--- config.mk ---
export PLATFORM = sky130hd
export DESIGN_NAME = dus_serial
export DESIGN_NICKNAME = d
export VERILOG_FILES = /design/src/rtl/dus_pkg.sv /design/src/rtl/dus_serial.sv
export VERILOG_INCLUDE_DIRS = /design/src /design/src/rtl
export SDC_FILE = /design/constraint.sdc
export NUM_CORES = 1
export LEC_CHECK = 0
export ABC_AREA = 1
export BUFFER_PORTS_ARGS = -buffer_cell sky130_fd_sc_hd__buf_2
export CAP_MARGIN = 40
export CORE_ASPECT_RATIO = 1.2
export CORE_MARGIN = 3
export CORE_UTILIZATION = 45
export DETAILED_ROUTE_END_ITERATION = 8
export HOLD_SLACK_MARGIN = 0.1
export PLACE_DENSITY = 0.58
export SLEW_MARGIN = 20
export SYNTH_ARGS = -nofsm -noshare
export SYNTH_HDL_FRONTEND = slang
export SYNTH_SLANG_ARGS = --single-unit
--- constraint.sdc ---
create_clock -name mclk -period 2.6 [get_ports mclk]
set_clock_uncertainty 0.05 [all_clocks]
set_input_delay 0.78 -clock mclk [delete_from_list [all_inputs] [get_ports mclk]]
set_output_delay 0.78 -clock mclk [all_outputs]
set_load 0.02 [all_outputs]
--- src/rtl/dus_defines.svh ---
// Register offsets, control bit positions and dividers of the dual serial port.
// Assumes the CPU special-function bus decodes 8-bit addresses.
`ifndef DUS_DEFINES_SVH
`define DUS_DEFINES_SVH
`define DUS_ADDR_CTRL0 8'h98
`define DUS_ADDR_BUF0 8'h99
`define DUS_ADDR_CTRL1 8'hc0
`define DUS_ADDR_BUF1 8'hc1
`define DUS_CTRL_RESET 8'h00
`define DUS_BIT_MODE_HI 7
`define DUS_BIT_MODE_LO 6
`define DUS_BIT_SHIFT_RATE 5
`define DUS_BIT_RX_EN 4
`define DUS_BIT_TX9 3
`define DUS_BIT_RX9 2
`define DUS_BIT_TX_DONE 1
`define DUS_BIT_RX_DONE 0
`define DUS_M0_DIV_SLOW 4'hc
`define DUS_M0_DIV_FAST 4'h4
`define DUS_M0_LAST_BIT 4'h7
`define DUS_M1_LAST_BIT 4'h9
`define DUS_M23_LAST_BIT 4'ha
`define DUS_OVS_LAST 4'hf
`define DUS_SAMPLE_POINT 4'h7
`define DUS_QUEUE_DEPTH 2'h2
`endif

--- src/rtl/dus_pkg.sv ---
// Types of the dual serial port: modes and the per-port state record.
// Assumes dus_defines.svh supplies the numeric constants.
package dus_pkg;
  // Mode select field read as a binary value
  typedef enum logic [1:0] {
    MODE_SHIFT,
    MODE_ASYNC8,
    MODE_ASYNC9_OSC,
    MODE_ASYNC9_TIMER
  } dus_mode_t;

  typedef struct packed {
    logic [7:0] ctrl;
    logic [7:0] hold;
    logic [8:0] q0;
    logic [8:0] q1;
    logic [1:0] qn;
    logic tx_act;
    logic [10:0] tx_sh;
    logic [3:0] tx_n;
    logic [3:0] tx_sub;
    logic rx_act;
    logic [9:0] rx_sh;
    logic [3:0] rx_n;
    logic [3:0] rx_sub;
    logic [3:0] div;
    logic half;
    logic rx_prev;
    logic txd;
    logic rdo;
    logic roe_n;
  } dus_port_t;

  typedef struct packed {
    dus_port_t [1:0] p;
    logic [7:0] rdata;
  } dus_state_t;
endpackage

--- src/rtl/dus_serial.sv ---
// Dual serial port: two control/buffer register pairs, shift and async engines.
// Assumes a synchronous special-function bus and timer overflow pulses on mclk.
`timescale 1ns/1ps
`default_nettype none
`include "dus_defines.svh"

module dus_serial (
  input wire logic mclk,
  input wire logic srst,
  input wire logic [7:0] sfr_addr,
  input wire logic sfr_wr_en,
  input wire logic [7:0] sfr_wr_data,
  input wire logic sfr_rd_en,
  output logic [7:0] sfr_rd_data,
  input wire logic baud_doubler_port0,
  input wire logic baud_doubler_port1,
  input wire logic port0_use_timer2,
  input wire logic timer1_overflow,
  input wire logic timer2_overflow,
  input wire logic [1:0] rxd_in,
  output logic [1:0] rxd_out,
  output logic [1:0] rxd_oe_n,
  output logic [1:0] txd_out,
  output logic [1:0] tx_buffer_ready
);

  dus_pkg::dus_state_t st;
  dus_pkg::dus_state_t next_st;

  // Returns {hit, port, is_buffer}
  function automatic logic [2:0] dus_decode(input logic [7:0] a);
    logic [2:0] r;
    r = 3'h0;
    unique case (a)
      `DUS_ADDR_CTRL0: r = 3'h4;
      `DUS_ADDR_BUF0: r = 3'h5;
      `DUS_ADDR_CTRL1: r = 3'h6;
      `DUS_ADDR_BUF1: r = 3'h7;
      default: r = 3'h0;
    endcase
    return r;
  endfunction

  // ************************************************************
  // Next state
  // ************************************************************
  always_comb
  begin
    logic [2:0] dec;
    logic [1:0] md;
    logic dbl;
    logic t2;
    logic src;
    logic tick;
    logic [3:0] full;
    logic [3:0] half;
    logic [3:0] last;
    logic done;
    dec = dus_decode(sfr_addr);
    md = 2'h0;
    dbl = 1'b0;
    t2 = 1'b0;
    src = 1'b0;
    tick = 1'b0;
    full = 4'h0;
    half = 4'h0;
    last = 4'h0;
    done = 1'b0;
    next_st = st;
    next_st.rdata = 8'h00;
    // Unmapped reads return zero; reads have no side effect
    if (sfr_rd_en && dec[2])
    begin
      next_st.rdata = dec[0] ? st.p[dec[1]].hold : st.p[dec[1]].ctrl;
    end
    // Ports share nothing but the bus and the timer pulses
    for (int i = 0; i < 2; i++)
    begin
      done = 1'b0;
      md = st.p[i].ctrl[`DUS_BIT_MODE_HI:`DUS_BIT_MODE_LO];
      dbl = (i == 0) ? baud_doubler_port0 : baud_doubler_port1;
      full = st.p[i].ctrl[`DUS_BIT_SHIFT_RATE] ? `DUS_M0_DIV_FAST : `DUS_M0_DIV_SLOW;
      half = full >> 1;
      t2 = (i == 0) && port0_use_timer2;
      // Mode 2 prescales the system clock (oscillator over two) by two
      if (md == 2'(dus_pkg::MODE_ASYNC9_OSC))
      begin
        src = 1'b1;
      end
      else
      begin
        src = t2 ? timer2_overflow : timer1_overflow;
      end
      next_st.p[i].half = st.p[i].half ^ src;
      // Sixteen ticks per bit; doubler skips the halving
      tick = src & ((t2 && md != 2'(dus_pkg::MODE_ASYNC9_OSC)) | dbl | st.p[i].half);
      last = (md == 2'(dus_pkg::MODE_ASYNC8)) ? `DUS_M1_LAST_BIT : `DUS_M23_LAST_BIT;
      // Control write; hardware flag sets below win over it
      if (sfr_wr_en && dec == {1'b1, 1'(i), 1'b0})
      begin
        next_st.p[i].ctrl = sfr_wr_data;
        if (sfr_wr_data[`DUS_BIT_MODE_HI:`DUS_BIT_MODE_LO] == 2'(dus_pkg::MODE_SHIFT)
            && sfr_wr_data[`DUS_BIT_RX_EN] && !sfr_wr_data[`DUS_BIT_RX_DONE]
            && !st.p[i].tx_act && !st.p[i].rx_act && st.p[i].qn == 2'h0)
        begin
          next_st.p[i].rx_act = 1'b1;
          next_st.p[i].rx_n = 4'h0;
          next_st.p[i].div = 4'h0;
        end
      end
      // Drain the transmit buffer; shift mode waits for reception
      if (st.p[i].qn != 2'h0 && !st.p[i].tx_act && !(md == 2'h0 && st.p[i].rx_act))
      begin
        next_st.p[i].tx_act = 1'b1;
        next_st.p[i].tx_n = 4'h0;
        next_st.p[i].tx_sub = 4'h0;
        next_st.p[i].div = 4'h0;
        unique case (md)
          2'(dus_pkg::MODE_SHIFT): next_st.p[i].tx_sh = {3'h7, st.p[i].q0[7:0]};
          2'(dus_pkg::MODE_ASYNC8): next_st.p[i].tx_sh = {2'h3, st.p[i].q0[7:0], 1'b0};
          default: next_st.p[i].tx_sh = {1'b1, st.p[i].q0, 1'b0};
        endcase
        next_st.p[i].q0 = st.p[i].q1;
        next_st.p[i].qn = st.p[i].qn - 2'h1;
      end
      // Buffer write; a write to a full buffer is dropped
      if (sfr_wr_en && dec == {1'b1, 1'(i), 1'b1} && st.p[i].qn != `DUS_QUEUE_DEPTH)
      begin
        if (next_st.p[i].qn == 2'h0)
        begin
          next_st.p[i].q0 = {st.p[i].ctrl[`DUS_BIT_TX9], sfr_wr_data};
        end
        else
        begin
          next_st.p[i].q1 = {st.p[i].ctrl[`DUS_BIT_TX9], sfr_wr_data};
        end
        next_st.p[i].qn = next_st.p[i].qn + 2'h1;
      end
      // ************************************************************
      // Shift mode engine
      // ************************************************************
      if (md == 2'(dus_pkg::MODE_SHIFT) && (st.p[i].tx_act || st.p[i].rx_act))
      begin
        next_st.p[i].div = (st.p[i].div == full - 4'h1) ? 4'h0 : st.p[i].div + 4'h1;
        // Sample just before the clock rises, while the slave holds data
        if (st.p[i].rx_act && st.p[i].div == half - 4'h1)
        begin
          next_st.p[i].rx_sh = {rxd_in[i], st.p[i].rx_sh[9:1]};
        end
        if (st.p[i].div == full - 4'h1)
        begin
          if (st.p[i].tx_act)
          begin
            next_st.p[i].tx_sh = {1'b1, st.p[i].tx_sh[10:1]};
            next_st.p[i].tx_n = st.p[i].tx_n + 4'h1;
            if (st.p[i].tx_n == `DUS_M0_LAST_BIT)
            begin
              next_st.p[i].tx_act = 1'b0;
              next_st.p[i].ctrl[`DUS_BIT_TX_DONE] = 1'b1;
            end
          end
          if (st.p[i].rx_act)
          begin
            next_st.p[i].rx_n = st.p[i].rx_n + 4'h1;
            if (st.p[i].rx_n == `DUS_M0_LAST_BIT)
            begin
              next_st.p[i].rx_act = 1'b0;
              done = 1'b1;
            end
          end
        end
      end
      // ************************************************************
      // Async transmit and receive, independent of each other
      // ************************************************************
      if (md != 2'(dus_pkg::MODE_SHIFT) && st.p[i].tx_act && tick)
      begin
        next_st.p[i].tx_sub = st.p[i].tx_sub + 4'h1;
        if (st.p[i].tx_sub == `DUS_OVS_LAST)
        begin
          next_st.p[i].tx_sh = {1'b1, st.p[i].tx_sh[10:1]};
          next_st.p[i].tx_n = st.p[i].tx_n + 4'h1;
          if (st.p[i].tx_n == last)
          begin
            next_st.p[i].tx_act = 1'b0;
            next_st.p[i].ctrl[`DUS_BIT_TX_DONE] = 1'b1;
          end
        end
      end
      next_st.p[i].rx_prev = rxd_in[i];
      if (md != 2'(dus_pkg::MODE_SHIFT) && !st.p[i].rx_act && st.p[i].ctrl[`DUS_BIT_RX_EN]
          && st.p[i].rx_prev && !rxd_in[i])
      begin
        next_st.p[i].rx_act = 1'b1;
        next_st.p[i].rx_sub = 4'h0;
        next_st.p[i].rx_n = 4'h0;
      end
      else if (md != 2'(dus_pkg::MODE_SHIFT) && st.p[i].rx_act && tick)
      begin
        next_st.p[i].rx_sub = st.p[i].rx_sub + 4'h1;
        if (st.p[i].rx_sub == `DUS_SAMPLE_POINT)
        begin
          next_st.p[i].rx_n = st.p[i].rx_n + 4'h1;
          // A start bit gone high by mid-bit was a glitch
          if (st.p[i].rx_n == 4'h0 && rxd_in[i])
          begin
            next_st.p[i].rx_act = 1'b0;
          end
          else if (st.p[i].rx_n != 4'h0)
          begin
            next_st.p[i].rx_sh = {rxd_in[i], st.p[i].rx_sh[9:1]};
            if (st.p[i].rx_n == last)
            begin
              next_st.p[i].rx_act = 1'b0;
              done = 1'b1;
            end
          end
        end
      end
      // Word lost if software has not yet taken the previous one
      if (done && !next_st.p[i].ctrl[`DUS_BIT_RX_DONE])
      begin
        unique case (md)
          2'(dus_pkg::MODE_SHIFT): next_st.p[i].hold = next_st.p[i].rx_sh[9:2];
          2'(dus_pkg::MODE_ASYNC8):
          begin
            next_st.p[i].hold = next_st.p[i].rx_sh[8:1];
            next_st.p[i].ctrl[`DUS_BIT_RX9] = next_st.p[i].rx_sh[9];
          end
          default:
          begin
            next_st.p[i].hold = next_st.p[i].rx_sh[7:0];
            next_st.p[i].ctrl[`DUS_BIT_RX9] = next_st.p[i].rx_sh[8];
          end
        endcase
        next_st.p[i].ctrl[`DUS_BIT_RX_DONE] = 1'b1;
      end
      // Pins follow the next state so they stay in step with it
      if (md == 2'(dus_pkg::MODE_SHIFT))
      begin
        next_st.p[i].txd = !(next_st.p[i].tx_act || next_st.p[i].rx_act)
                           || next_st.p[i].div >= half;
        next_st.p[i].rdo = next_st.p[i].tx_act ? next_st.p[i].tx_sh[0] : 1'b1;
        next_st.p[i].roe_n = !next_st.p[i].tx_act;
      end
      else
      begin
        next_st.p[i].txd = next_st.p[i].tx_act ? next_st.p[i].tx_sh[0] : 1'b1;
        next_st.p[i].rdo = 1'b1;
        next_st.p[i].roe_n = 1'b1;
      end
    end
    if (srst)
    begin
      next_st = '0;
      for (int i = 0; i < 2; i++)
      begin
        next_st.p[i].ctrl = `DUS_CTRL_RESET;
        next_st.p[i].txd = 1'b1;
        next_st.p[i].rdo = 1'b1;
        next_st.p[i].roe_n = 1'b1;
      end
    end
  end

  always_ff @(posedge mclk)
  begin
    st <= next_st;
  end

  assign sfr_rd_data = st.rdata;
  for (genvar g = 0; g < 2; g++)
  begin : g_pins
    assign txd_out[g] = st.p[g].txd;
    assign rxd_out[g] = st.p[g].rdo;
    assign rxd_oe_n[g] = st.p[g].roe_n;
    assign tx_buffer_ready[g] = st.p[g].qn != `DUS_QUEUE_DEPTH;
  end
endmodule // dus_serial
`default_nettype wire

**Word level (Yosys, flattened, before mapping)**

Index checks and enable logic that the tools add are counted.

- Register bits: 176
- Input port bits: 27
- Logic and storage cells: 329

- Add/sub/neg operators: 18
- $lt $le $gt $ge: 3
- Equality and inequality tests: 31
- Mux-type cells: 133
- Bitwise logic cells: 12
- Reductions and logical operators: 91

Operator list:

| kind | count |
|---|---|
| two-way mux 84 bit | 2 |
| two-way mux 16 bit | 8 |
| two-way mux 20 bit | 4 |
| two-way mux 4 bit | 20 |
| two-way mux 9 bit | 8 |
| two-way mux 1 bit | 61 |
| two-way mux 10 bit | 6 |
| two-way mux 15 bit | 4 |
| logical AND 1 bit | 46 |
| two-way mux 22 bit | 2 |
| adder 4 x 1 -> 4 bit, second input constant | 10 |
| case mux 10 bit (2 select lines) | 2 |
| two-way mux 19 bit | 2 |
| == test 4 bit | 8 |
| == test 8 bit, second input constant | 4 |
| case mux 8 bit (2 select lines) | 2 |
| == test 4 x 3 -> 1 bit, second input constant | 6 |
| two-way mux 11 bit | 2 |
| zero test 1 bit | 15 |
| zero test 2 bit | 7 |
| == test 3 bit, second input constant | 4 |
| two-way mux 3 bit | 4 |
| case mux 3 bit (4 select lines) | 1 |
| nonzero test 2 bit | 6 |
| 22 further kinds | 54 |

**Longest topological paths before layout**

- Word-level depth: 22
- Gate-level depth with buffers: 15
- Depth with buffers taken out: 14

**Least setup slack after synthesis**

OpenSTA, ideal clock, no wires.

- Path kind: input -> register
- From: input port sfr_addr[2]
- To: register st (netlist bit txd_out[1])
- Setup time: 0.116 ns
- Arrival: 2.114 ns
- Data required time: 2.434 ns
- Slack: 0.320 ns
- Stages on the path: 13
- Buffers on the path: 0
- Cells stage by stage: nor2_1 nand2_1 nor2_4 nand3_1 inv_1 nand2_1 nand2_1 o21ai_0 ha_1 nand2_1 nand3_1 nand2_1 nand2_1

- Word-level cells in the longest chain between the ends: 19

Ends and longest elaborated chain:

| what | line | source |
|---|---|---|
| from (decl) | dus_serial.sv:10 | `input wire logic [7:0] sfr_addr,` |
| == test 8 bit | dus_serial.sv:34 | `unique case (a)` |
| case mux 3 bit (4 select lines) (*) | dus_serial.sv:34 |  |
| == test 3 bit (*) | dus_serial.sv:99 | `if (sfr_wr_en && dec == {1'b1, 1'(i), 1'b0})` |
| logical AND 1 bit (*) | dus_serial.sv:99 |  |
| two-way mux 1 bit | dus_serial.sv:99 |  |
| two-way mux 1 bit | dus_serial.sv:165 | `` if (st.p[i].rx_n == `DUS_M0_LAST_BIT) `` |
| two-way mux 1 bit | dus_serial.sv:162 | `if (st.p[i].rx_act)` |
| two-way mux 1 bit | dus_serial.sv:150 | `if (st.p[i].div == full - 4'h1)` |
| [... 3 more ...] | n/a |  |
| two-way mux 1 bit | dus_serial.sv:205 | `if (st.p[i].rx_n == 4'h0 && rxd_in[i])` |
| two-way mux 15 bit | dus_serial.sv:201 | `` if (st.p[i].rx_sub == `DUS_SAMPLE_POINT) `` |
| two-way mux 19 bit | dus_serial.sv:198 | `else if (md != 2'(dus_pkg::MODE_SHIFT) && st.p[i].rx_act && tick)` |
| two-way mux 1 bit | dus_serial.sv:191 | `` if (md != 2'(dus_pkg::MODE_SHIFT) && !st.p[i].rx_act && st.p[i].ctrl[`DUS_BIT_RX_EN] `` |
| logical OR 1 bit | dus_serial.sv:241 | `next_st.p[i].txd = !(next_st.p[i].tx_act \|\| next_st.p[i].rx_act)` |
| zero test 1 bit | dus_serial.sv:241 |  |
| logical OR 1 bit (*) | dus_serial.sv:242 | `\|\| next_st.p[i].div >= half;` |
| two-way mux 3 bit (*) | dus_serial.sv:239 | `if (md == 2'(dus_pkg::MODE_SHIFT))` |
| to (signal assigned) | dus_serial.sv:268 | `st <= next_st;` |
| to (decl) | dus_serial.sv:27 | `dus_pkg::dus_state_t st;` |

Mark *: on every way between the ends. The rest lies on a longest branch, timed or not.
A chain may end at the register's enable or synchronous reset.

**Final worst setup path**

- From: register st[174] in the netlist's numbering
- To: register st[150] in the netlist's numbering

- Word-level cells in the longest chain between the ends: 8

Ends and longest elaborated chain:

| what | line | source |
|---|---|---|
| zero test 2 bit | dus_serial.sv:112 | `if (st.p[i].qn != 2'h0 && !st.p[i].tx_act && !(md == 2'h0 && st.p[i].rx_act))` |
| logical AND 1 bit | dus_serial.sv:112 |  |
| zero test 1 bit | dus_serial.sv:112 |  |
| logical AND 1 bit | dus_serial.sv:112 |  |
| two-way mux 22 bit | dus_serial.sv:112 |  |
| zero test 2 bit | dus_serial.sv:129 | `if (next_st.p[i].qn == 2'h0)` |
| inverter 1 bit (no source line) | n/a |  |
| AND reduction 2 bit (no source line) | n/a |  |

No other way between the ends. The select of a mux whose other input is x is not followed.

==> results.py <==
metrics = {
    "cells_and_area": {
        "fin_cells": 1645,
        "area_delta_synth_final_pct": 12.2,
        "multiInputGateArea_um2": 4690,
        "fillers": 1955,
        "nets": 1420,
        "regArea_um2": 3520,
        "fin_area_um2": 10200,
        "final_util": 0.517,
        "num_antenna_cells": 0,
        "drive_gt1_frac": 0.114,
    },
    "sta": {
        "worstMarginPinSlew_ns": 0.465,
        "hold_slack_ns": 0.396,
        "final-hold-violation-count": 0,
        "finalSetupViolCount": 0,
        "grt_setup_unrepaired": "false",
        "relSlewSlack": 0.687,
        "post-route-period-util": 0.890,
        "setup_tns_ns": 0,
        "fmax_ghz": 0.432,
        "slew_violations": 0,
        "worst_slack_ns": 0.285,
        "min_period_ns": 2.32,
    },
    "power": {
        "swShare": 0.335,
        "seqPwrFrac": 0.408,
        "power.share.clock": 0.364,
        "vdd_ir_drop_max_mv": 0.435,
        "p_switching_mw": 2.41,
        "p_per_area_nw_per_um2": 709,
        "p_int_mw": 4.80,
        "total_power_mw": 7.21,
        "leakage_nw": 4.42,
        "power_frac_comb": 0.227,
    },
    "drt": {
        "routed_via_density": 5.05,
        "routed-via-count": 8303,
        "ant_nets": 0,
        "post_drt_wl_per_cell_um": 13.9,
        "drt_iter0_markers": 622,
        "drc": 0,
        "dr.pass1.iters": 5,
        "routed_wl_um": 22900,
    },
    "critical_path": {
        "startpoint_type": "flip-flop",
        "critPathMaxFanout": 9,
        "setup.worst_path.class": "reg -> reg",
        "cp_cell_sequence": "inv_2 -> nand2_2 -> nor2_2 -> inv_2 -> nand2_1 -> xor2_1 -> ha_1 -> inv_1 -> nand2_1 -> clkinvlp_4 -> nand2_1 -> a21oi_1",
        "cp.required_ns": 2.85,
        "path_common_cell": "nand2_1",
        "arrival_ns": 2.56,
        "endpoint_kind": "flip-flop",
        "cp_slowest_stage_delay_ns": 0.38,
        "rr_worst_depth": 12,
        "cp_slowest_cell": "dfxtp_1",
    },
    "grt": {
        "top_usage_layer": "met2",
        "gr-usage-met3": 0.0355,
        "track_usage": 0.213,
        "gr-usage-met1": 0.274,
        "grt_pass1_wl_um": 38100,
        "grt_max_degree": 92,
        "antenna_found_initial": 0,
        "gr-total-overflow": 0,
        "grt_use_met2": 0.364,
        "grt_pass1_vias": 7689,
    },
    "placement": {
        "placed_area_um2": 9570,
        "portBuffers": 42,
        "place.gp.congestion": 0.903,
        "dp_hpwl_um": 16600,
        "placed_cells": 1613,
        "dp_slack_ns": 0.0529,
    },
    "synthesis": {
        "syn_inst": 1336,
        "synthFlopType": "dfxtp_1",
        "synth-edff-count": 0,
        "synth_nets": 1385,
        "synthTopCellsByArea": "dfxtp_1, nand2_1, nor2_1, nand3_1, inv_1",
        "seq_area_frac_synth": 0.389,
        "synthArstFlopShare": 0,
        "syn_area_um2": 9070,
        "synth.distinct_cells": 43,
        "synth-seq-cells": 176,
        "synth_largest_area_cell": "dfxtp_1",
        "ys_warn_count": 0,
        "synth.most_common_cell": "nand2_1",
        "synthTopCellsByCount": "nand2_1, dfxtp_1, nor2_1, inv_1, nand3_1",
        "postSynthAreaPerCell_um2": 6.79,
        "synth_top_area_frac": 0.389,
    },
    "clock_tree": {
        "worstSkewPairLatency_ns": 0.43,
        "postCtsSetupBuffers": 0,
        "clkSinkCount": 176,
        "cts_tree": "built",
        "clk_pin_slew_ns": 0.07,
        "clock_path_buffers": 2,
        "cts_buffers": 17,
        "root_buffer": "clkbuf_16",
        "htree_levels": 4,
    },
    "min_path": {
        "hold_class": "reg -> reg",
        "holdPathStages": 1,
    },
    "outcome": {
        "status": "finished, final reports clean",
    },
    "floorplanning": {
        "die_area_um2": 21900,
        "die_x_um": 136,
        "rows": 56,
        "coreArea_um2": 19700,
        "initial_utilization": 0.460,
        "die_h_um": 161,
        "boundaryPins": 43,
    },
    "job": {
        "drv_cap": 0,
    },
}
cell families (layout without fill, tap and decap cells):
group / count (synthesis) / after routing / share of synthesized area
adder cells (fa/ha/maj): 22 / 22 / 0.0304
XOR/XNOR: 14 / 14 / 0.0135
AO/OA/AOI/OAI: 251 / 251 / 0.155
AND/OR/NAND/NOR: 666 / 666 / 0.318
buffers and inverters: 207 / 255 / 0.0951
flip-flops: 176 / 176 / 0.389
area by class of cell:
type | instances | area share
well taps | 261 | 0.0321
clock inverters | 14 | 0.0151
inverters | 145 | 0.0539
multi-input cells | 953 | 0.461
repair buffers | 78 | 0.0485
flip-flops and latches | 176 | 0.346
clock buffers | 18 | 0.0432
cell usage in the layout (no fill, tap or decap), drive strengths merged, types with 6 or more instances in the layout:
cell type  Yosys  final
a211oi         7      7
a21oi         90     90
a31oi         14     14
buf           31     78
clkbuf        31     18
dfxtp        176    176
ha            22     22
inv          143    149
nand2        340    340
nand3        120    120
nand3b         6      6
nand4         12     12
nor2         166    166
nor3          17     17
o211ai        18     18
o21ai        107    107
xor2          13     13
sequential cells by signal (all words and copies together) (netlist names):
name and cells:
st 162, rxd_out 2, sfr_rd_data 8, txd_out 2, rxd_oe_n 2
routing by layer:
layer  up-vias  routed length [µm]
met4         0                 384
met5         -                   0
met2       115               11000
li1       4411                   -
met3        29                 738
met1      3748               10800
critical path: cells and delay by family (launching register included):
kind | cells | cell delay [ns]
adders and majority gates | 1 | 0.19
AOI/OAI and AO/OA | 1 | 0.06
xor gates and xnor gates | 1 | 0.26
DFF | 1 | 0.38
buffers and inverters | 4 | 0.53
and+or+nand+nor | 5 | 0.71
final timing paths:
kind | to | from | slack (ns)
worst min-delay path | st[12]$_SDFF_PP0_ | st[12]$_SDFF_PP0_ | 0.40
worst min register to register | st[12]$_SDFF_PP0_ | st[12]$_SDFF_PP0_ | 0.40
worst max register to register | st[150]$_SDFFE_PP0P_ | st[174]$_SDFFE_PP0N_ | 0.28
worst max-delay path | st[150]$_SDFFE_PP0P_ | st[174]$_SDFFE_PP0N_ | 0.28
power by group through the flow:
| stage | registers (mW) | logic, mW | clock network (mW) |
|---|---|---|---|
| final | 2.95 | 1.64 | 2.63 |
| after global routing | 2.96 | 1.88 | 2.79 |
| after CTS | 2.94 | 1.64 | 2.67 |
| after detailed placement | 3.00 | 1.63 | 0 |
| after global placement | 3.00 | 1.63 | 0 |
| after floorplan | 2.98 | 1.25 | 0 |
repair_timing:
item | CTS | global route
hold buffers | 0 | 0
endpoints found under the setup margin | 0 | 2
gates resized for setup | 0 | 2
No activity file was read; power rests on OpenSTA's default activity.
